`src/asr_params.svh`:
```
// timing counts and field widths for the async sram host controller
// How it works
// RULE1 - the memory holds 4096 nibbles reached by a 12-bit word address, one nibble per access.
// RULE2 - a read returns the nibble as written, with no inversion, and leaves it unchanged.
// RULE3 - one four-pin data bus carries both directions and the host releases it while the memory drives.
// RULE4 - the memory outputs are three-state so only the selected part drives the shared lines.
// RULE5 - the memory keeps its contents with no clock and no refresh, so the host sends none.
// RULE6 - the host may start the write strobe in the same cycle the address becomes valid.
// RULE7 - after select is released the memory floats its outputs within the grade maximum.
// RULE8 - once the write strobe is active the memory floats its outputs within the grade maximum.
// RULE9 - after the write strobe ends with select still low the memory may drive at once.
// RULE10 - the memory holds old read data a grade minimum after the address changes.
// RULE11 - the host holds write data valid a grade minimum before the strobe or select ends.
// RULE12 - the host keeps the write strobe low at least the grade minimum pulse width.
// RULE13 - the host waits at least 0.5 ms after power-up before any access.
// RULE14 - back-to-back reads run at the access period with no recovery gap; the code spaces them 23 cycles apart, access plus synchroniser.
// RULE15 - select and strobe low writes the pin nibble; select low, strobe high drives the nibble out.
`ifndef ASR_PARAMS_SVH
`define ASR_PARAMS_SVH
`define ASR_ADDR_W 12
`define ASR_DATA_W 4
`define ASR_CLK_PS 4000
// slowest grade figures, in picoseconds, except the power-up wait in microseconds
`define ASR_T_RC_PS 70000
`define ASR_T_HZ_PS 30000
`define ASR_T_WZ_PS 30000
`define ASR_T_WP_PS 60000
`define ASR_T_DW_PS 25000
`define ASR_T_WR_PS 5000
`define ASR_T_PWR_US 500
// pin synchroniser delay beyond the access, in cycles
`define ASR_SYNC_CYC 3
`define ASR_RC_CYC ((`ASR_T_RC_PS + `ASR_CLK_PS - 1) / `ASR_CLK_PS + 1)
`define ASR_HZ_CYC ((`ASR_T_HZ_PS + `ASR_CLK_PS - 1) / `ASR_CLK_PS)
`define ASR_WZ_CYC ((`ASR_T_WZ_PS + `ASR_CLK_PS - 1) / `ASR_CLK_PS)
`define ASR_WP_CYC ((`ASR_T_WP_PS + `ASR_CLK_PS - 1) / `ASR_CLK_PS)
`define ASR_WR_CYC ((`ASR_T_WR_PS + `ASR_CLK_PS - 1) / `ASR_CLK_PS)
`define ASR_PWR_CYC (`ASR_T_PWR_US * 1000000 / `ASR_CLK_PS)
`endif

```
`src/asr_pkg.sv`:
```
// types for the async sram host controller
package asr_pkg;
    typedef enum logic [5:0] {
        ASR_POWER = 6'h01,
        ASR_IDLE = 6'h02,
        ASR_READ = 6'h04,
        ASR_WRITE = 6'h08,
        ASR_WREC = 6'h10,
        ASR_FLOAT = 6'h20
    } asr_state_type;
endpackage

```
`src/asr_sync.sv`:
```
// three-stage pin synchroniser, change taken once stages two and three agree
`timescale 1ns/1ns
module asr_sync #(
    parameter int W = 4
) (
    input wire logic clk,
    input wire logic rst,
    input wire logic [W-1:0] din,
    output logic [W-1:0] dout
);
    logic [W-1:0] s1_ff;
    logic [W-1:0] s2_ff;
    logic [W-1:0] s3_ff;
    logic [W-1:0] out_ff;
    wire agree = (s2_ff == s3_ff);
    always_ff @(posedge clk) begin
        if (rst) begin
            s1_ff <= '0;
            s2_ff <= '0;
            s3_ff <= '0;
            out_ff <= '0;
        end else begin
            s1_ff <= din;
            s2_ff <= s1_ff;
            s3_ff <= s2_ff;
            if (agree) begin
                out_ff <= s3_ff;
            end
        end
    end
    assign dout = out_ff;
endmodule // asr_sync

```
`src/asr_host.sv`:
```
// host controller that drives a 4096 x 4 asynchronous static ram
`timescale 1ns/1ns
`include "asr_params.svh"
module asr_host
    import asr_pkg::*;
#(
    parameter int PWR_CYC = `ASR_PWR_CYC
) (
    input wire logic clk,
    input wire logic rst,
    input wire logic req_valid,
    input wire logic req_write,
    input wire logic [`ASR_ADDR_W-1:0] req_addr,
    input wire logic [`ASR_DATA_W-1:0] req_wdata,
    output logic req_ready,
    output logic rsp_valid,
    output logic [`ASR_DATA_W-1:0] rsp_rdata,
    output logic [`ASR_ADDR_W-1:0] mem_addr,
    output logic mem_cs_n,
    output logic mem_we_n,
    input wire logic [`ASR_DATA_W-1:0] data_pin_i,
    output logic [`ASR_DATA_W-1:0] data_pin_o,
    output logic data_pin_oe
);
    // read count also covers the pin synchroniser, else stale data
    localparam logic [19:0] RD_CYC = 20'(`ASR_RC_CYC + `ASR_SYNC_CYC);
    localparam logic [19:0] WZ_CYC = 20'(`ASR_WZ_CYC);
    localparam logic [19:0] WP_CYC = 20'(`ASR_WP_CYC);
    localparam logic [19:0] WR_CYC = 20'(`ASR_WR_CYC);
    localparam logic [19:0] HZ_CYC = 20'(`ASR_HZ_CYC);
    localparam logic [19:0] PWR_LAST = 20'(PWR_CYC);

    asr_state_type state_ff;
    asr_state_type nxt_state;
    logic [19:0] cnt_ff;
    logic [19:0] nxt_cnt;
    logic [`ASR_ADDR_W-1:0] addr_ff;
    logic [`ASR_DATA_W-1:0] wdata_ff;
    logic cs_n_ff;
    logic we_n_ff;
    logic oe_ff;
    logic ready_ff;
    logic rvalid_ff;
    logic [`ASR_DATA_W-1:0] rdata_ff;
    logic [`ASR_DATA_W-1:0] pin_sync;

    asr_sync #(.W(`ASR_DATA_W)) u_sync (
        .clk(clk),
        .rst(rst),
        .din(data_pin_i),
        .dout(pin_sync)
    );

    // RULE12 strobe width for a write, access plus sync for a read
    function automatic logic [19:0] load_cnt(input logic wr);
        load_cnt = wr ? WP_CYC : RD_CYC;
    endfunction

    function automatic asr_state_type load_state(input logic wr);
        load_state = wr ? ASR_WRITE : ASR_READ;
    endfunction

    wire cnt_done = (cnt_ff == 20'h0_0000);
    wire take = ready_ff & req_valid;
    wire [19:0] cnt_dec = cnt_done ? cnt_ff : cnt_ff - 20'h0_0001;

    always_comb begin
        nxt_state = state_ff;
        nxt_cnt = cnt_dec;
        case (state_ff)
            // RULE13 power-up wait
            ASR_POWER: begin
                if (cnt_done) begin
                    nxt_state = ASR_IDLE;
                end
            end
            ASR_IDLE: begin
                if (take) begin
                    nxt_state = load_state(req_write);
                    nxt_cnt = load_cnt(req_write);
                end
            end
            ASR_READ: begin
                // RULE14 back-to-back reads
                if (cnt_done) begin
                    if (take) begin
                        // a write here holds oe off until the memory floats
                        nxt_state = load_state(req_write);
                        nxt_cnt = load_cnt(req_write);
                    end else begin
                        nxt_state = ASR_FLOAT;
                        nxt_cnt = HZ_CYC;
                    end
                end
            end
            ASR_WRITE: begin
                if (cnt_done) begin
                    nxt_state = ASR_WREC;
                    nxt_cnt = WR_CYC;
                end
            end
            ASR_WREC: begin
                if (cnt_done) begin
                    nxt_state = ASR_IDLE;
                end
            end
            // RULE7 wait for device release
            ASR_FLOAT: begin
                if (cnt_done) begin
                    nxt_state = ASR_IDLE;
                end
            end
            default: begin
                nxt_state = ASR_IDLE;
                nxt_cnt = 20'h0_0000;
            end
        endcase
    end

    // ready only where a request of either kind is taken
    wire ready_nxt = (nxt_state == ASR_IDLE) ||
        (nxt_state == ASR_READ && nxt_cnt == 20'h0_0000);
    wire go_read = (nxt_state == ASR_READ);
    wire go_write = (nxt_state == ASR_WRITE);
    wire strobe_on = go_write && (nxt_cnt != 20'h0_0000);
    wire read_end = (state_ff == ASR_READ) && cnt_done;
    // RULE15 select and strobe coding
    wire nxt_cs_n = !(go_read || go_write);
    // RULE6 strobe with address
    wire nxt_we_n = !strobe_on;
    // RULE3 drive once memory floated
    // RULE11 data held to strobe end
    wire nxt_oe = strobe_on && (nxt_cnt <= WP_CYC - WZ_CYC);

    always_ff @(posedge clk) begin
        if (rst) begin
            state_ff <= ASR_POWER;
            // power wait restarts with every reset
            cnt_ff <= PWR_LAST;
        end else begin
            state_ff <= nxt_state;
            cnt_ff <= nxt_cnt;
        end
    end

    always_ff @(posedge clk) begin
        if (rst) begin
            addr_ff <= 12'h000;
        end else if (take) begin
            // RULE1 word address
            addr_ff <= req_addr;
        end
    end

    always_ff @(posedge clk) begin
        if (rst) begin
            wdata_ff <= 4'h0;
        end else if (take) begin
            wdata_ff <= req_wdata;
        end
    end

    always_ff @(posedge clk) begin
        if (rst) begin
            cs_n_ff <= 1'b1;
        end else begin
            cs_n_ff <= nxt_cs_n;
        end
    end

    always_ff @(posedge clk) begin
        if (rst) begin
            we_n_ff <= 1'b1;
        end else begin
            we_n_ff <= nxt_we_n;
        end
    end

    // oe drops with the strobe, the memory may drive right after
    always_ff @(posedge clk) begin
        if (rst) begin
            oe_ff <= 1'b0;
        end else begin
            oe_ff <= nxt_oe;
        end
    end

    always_ff @(posedge clk) begin
        if (rst) begin
            ready_ff <= 1'b0;
        end else begin
            ready_ff <= ready_nxt;
        end
    end

    always_ff @(posedge clk) begin
        if (rst) begin
            rvalid_ff <= 1'b0;
        end else begin
            rvalid_ff <= read_end;
        end
    end

    // captured on the last read cycle, held until the next read
    always_ff @(posedge clk) begin
        if (rst) begin
            rdata_ff <= 4'h0;
        end else if (read_end) begin
            // RULE2 no inversion
            rdata_ff <= pin_sync;
        end
    end

    assign req_ready = ready_ff;
    assign rsp_valid = rvalid_ff;
    assign rsp_rdata = rdata_ff;
    assign mem_addr = addr_ff;
    assign mem_cs_n = cs_n_ff;
    assign mem_we_n = we_n_ff;
    assign data_pin_o = wdata_ff;
    assign data_pin_oe = oe_ff;
endmodule // asr_host

```
`config.mk`:
```
export PLATFORM = sky130hd
export DESIGN_NAME = asr_host
export DESIGN_NICKNAME = d
export VERILOG_FILES = /design/src/asr_pkg.sv /design/src/asr_sync.sv /design/src/asr_host.sv
export VERILOG_INCLUDE_DIRS = /design/src
export SDC_FILE = /design/constraint.sdc
export NUM_CORES = 1
export LEC_CHECK = 0
export BUFFER_PORTS_ARGS = -buffer_cell sky130_fd_sc_hd__buf_2
export CORE_ASPECT_RATIO = 0.8
export CORE_UTILIZATION = 56
export DETAILED_ROUTE_END_ITERATION = 8
export GPL_TIMING_DRIVEN = 0
export PLACE_DENSITY = 0.86
export RECOVER_POWER = 100
export SYNTH_ARGS = -nofsm -noshare
export SYNTH_HDL_FRONTEND = slang
export SYNTH_SLANG_ARGS = --single-unit
export TNS_END_PERCENT = 30
```
`constraint.sdc`:
```
create_clock -name clk -period 3.3 [get_ports clk]
set_clock_uncertainty 0.15 [all_clocks]
set_input_delay 0.33 -clock clk [delete_from_list [all_inputs] [get_ports clk]]
set_output_delay 0.33 -clock clk [all_outputs]
set_load 0.01 [all_outputs]
```
==> results.cfg <==
[synth]
synth_top_area_share_pct = 41.94
syn_avg_cell_area_um2 = 8.738
ys.warnings.count = 0
synth_edf_count = 0
synth_top_area_cell = dfxtp_1
seq_area_frac_synth_pct = 41.94
synth_nets = 393
synthFlopType = dfxtp_1
async_flop_share_pct = 0
ys_ff_latch = 67
synth.most_common_cell = dfxtp_1
syn_area_um2 = 3198
synthDistinctLibCells = 63
syn_inst = 366
synth_commonest_cells = dfxtp_1 (67), nand2_1 (43), nor2_1 (34)
synth.area.top_cells = dfxtp_1 (42%), nand2_1 (5.0%), a21oi_1 (4.4%)

[placed_design]
hpwl_mm = 5.616
dp.cells = 492
gp_congestion = 0.9614
portBuffers = 48

[worst_setup_path]
cp_top_family = simple AND/OR/NAND/NOR gates
startpoint_type = flop
crit_path_end_kind = flop
crit_required_ns = 3.44
rr_endpoint = mem_we_n
slowest_stage = nor4_1
cp_slowest_stage_delay_ns = 0.37
cp_data_arrival_time_ns = 3.22
crit_buf_inv = 3
rr_worst_depth = 13
reg2reg_from = cnt_ff[0]
worst-path-max-fanout = 10
crit_top_cell = ha_1
path_class = reg2reg
cp_cell_sequence = inv_1 > ha_1 > nor3b_4 > nand4_4 > nor2_8 > inv_4 > buf_6 > ha_1 > a21oi_1 > a211oi_2 > nand4b_1 > nor4_1 > nand2b_1
r2r_setup_slack_ns = 0.23

[timing]
tightest_slew_ns = 0.9704
hold_violations = 0
hold-worst-slack_ns = 0.03563
min_period_over_period_pct = 93.15
period_needed_ns = 3.074
slew_headroom_pct = 34.71
setup_viol = 0
drv_slew = 0
fmax_mhz = 325.3
tns_ns = 0
grt_setup_unrepaired = no

[flow_run]
drv_cap = 0

[die]
die_area_um2 = 6019
die_y_um = 69.59
die_w_um = 86.49
io_pins = 49
core_area_um2 = 5465
rows = 24
start_util_pct = 58.52

[route]
postRouteAntennaNets = 0
vias = 2938
routed_wl_mm = 7.728
detail_route.iter0.violations = 331
drc = 0
drt-wirelength-per-cell_um = 15.09
firstDrtPassIters = 5
detail_route.vias_per_cell = 5.738

[worst_hold_path]
hp-class = in2reg
hold_path_end = u_sync.s1_ff[3]
holdPathStages = 2
hold_start = data_pin_i[3]

[clocking]
ctsHoldBuffers = 0
clkSinkCount = 67
path_clk_slew_ns = 0.07
root_buffer = clkbuf_8
cts_tree = built
clk_latency_ns = 0.35
cts_buffers = 9
htreeDepth = 3
clk_path_buf_depth = 2

[power_and_ir_drop]
seq_power_share_pct = 35.5
clkPwrFrac_pct = 30.5
p_leak_nw = 1.399
p_sw_share_pct = 35.67
power_switching_mw = 0.9880
powerDensity_nw_per_um2 = 732.4
finalPower_mw = 2.770
p_comb_share_pct = 34.0
intPower_mw = 1.782
ir_drop_mv = 0.4875

[grt]
grt_pass1_vias = 2771
grt_pass1_wl_mm = 13.00
gr-total-overflow = 0
global_route.usage.total_pct = 27.85
grt_max_degree = 13
antenna_found_initial = 0

[cells_and_area]
stdcell_count = 512
nets = 456
area_delta_synth_final_pct = 18.27
multiInputGateArea_um2 = 1734
fillers = 476
antennaDiodeCount = 0
regArea_um2 = 1341
layout-drive-gt1-share_pct = 14.98

[outcome]
status = complete, no violations
## worst register-to-register path, stage by stage, from the launching register on
cell,delay (ns)
dfxtp_1,0.36
inv_1,0.12
ha_1,0.19
nor3b_4,0.25
nand4_4,0.22
nor2_8,0.22
inv_4,0.06
buf_6,0.15
ha_1,0.27
a21oi_1,0.05
a211oi_2,0.22
nand4b_1,0.24
nor4_1,0.37
nand2b_1,0.16
## metrics by stage
stage	cell area, um^2	utilization, %	setup slack, ns
6_report	3782	69.21	0.2259
4_1_cts	3790	69.35	0.1379
3_3_place_gp	3536	64.70	0.02674
3_5_place_dp	3536	64.70	0.02129
5_1_grt	3782	69.21	0.01372
2_1_floorplan	3198	-	0.5305
## cell usage in the layout, fill, tap and decap left out, types with 13 or more instances in the layout
cell,synthesis,routed
dfxtp_1,67,67
nand2_1,43,43
a21oi_1,28,29
nor3_1,17,17
clkbuf_1,10,39
o21ai_0,14,15
xor2_1,13,13
nor2b_1,15,15
buf_2,4,25
nor2_1,34,34
## sequential cells by signal, summed over array words and instances (netlist names), 4 cells and up
signal / flops
state_ff: 6
u_sync.dout: 4
u_sync.s1_ff: 4
data_pin_o: 4
mem_addr: 12
rsp_rdata: 4
u_sync.s3_ff: 4
cnt_ff: 20
u_sync.s2_ff: 4
## how the worst max path moves through the flow
stage                     startpoint        end  slack [ns]  depth (start not counted)
after floorplan            cnt_ff[0]  req_ready        0.53                         13
after global placement     cnt_ff[0]   mem_we_n        0.03                         13
after detailed placement   cnt_ff[0]   mem_we_n        0.02                         13
after CTS                  cnt_ff[0]   mem_we_n        0.14                         13
after global routing       cnt_ff[0]   mem_we_n        0.01                         13
final                      cnt_ff[0]   mem_we_n        0.23                         13
## final cells by class
class                   instances  share of cell area [%]
flip-flops and latches         67                   35.46
multi-input cells             275                   45.85
well taps                      78                   2.580
clock inverters                 6                   2.944
plain buffers                  21                   2.977
clock buffers                  10                   3.639
repair buffers                 52                   6.186
inverters                       3                  0.3639
## power by group through the flow
stage          Sequential, mW  Clock (mW)  Combinational, mW
2_1_floorplan           0.993           0              0.666
3_3_place_gp            0.995           0              0.887
3_5_place_dp            0.997           0              0.901
4_1_cts                 0.980       0.849              0.909
5_1_grt                 0.997       0.885               1.03
6_report                0.984       0.844              0.942
## per-layer routing
metal | vias to the layer above | global-route usage, % | part of all wire (%)
met3 | 17 | 8.333 | 9.0
met1 | 1357 | 37.68 | 46
met5 | - | 0 | 0
met2 | 126 | 41.80 | 44
met4 | 0 | 10.56 | 1.3
li1 | 1438 | - | -
## logic make-up after synthesis
group                    synth area share (%)
buffers and inverters                   4.030
multiplexers                            2.504
AO/OA/AOI/OAI                           15.53
XOR/XNOR                                5.751
adder cells (fa/ha/maj)                 1.174
AND/OR/NAND/NOR                         29.07
flip-flops                              41.94
## repair_timing
item	in CTS	in global routing
buffers inserted	0	4
hold endpoints to repair	0	0
pin swaps	0	2
setup endpoints to repair	2	2
resized for setup	1	2
Power figures use the tool's default switching activity.
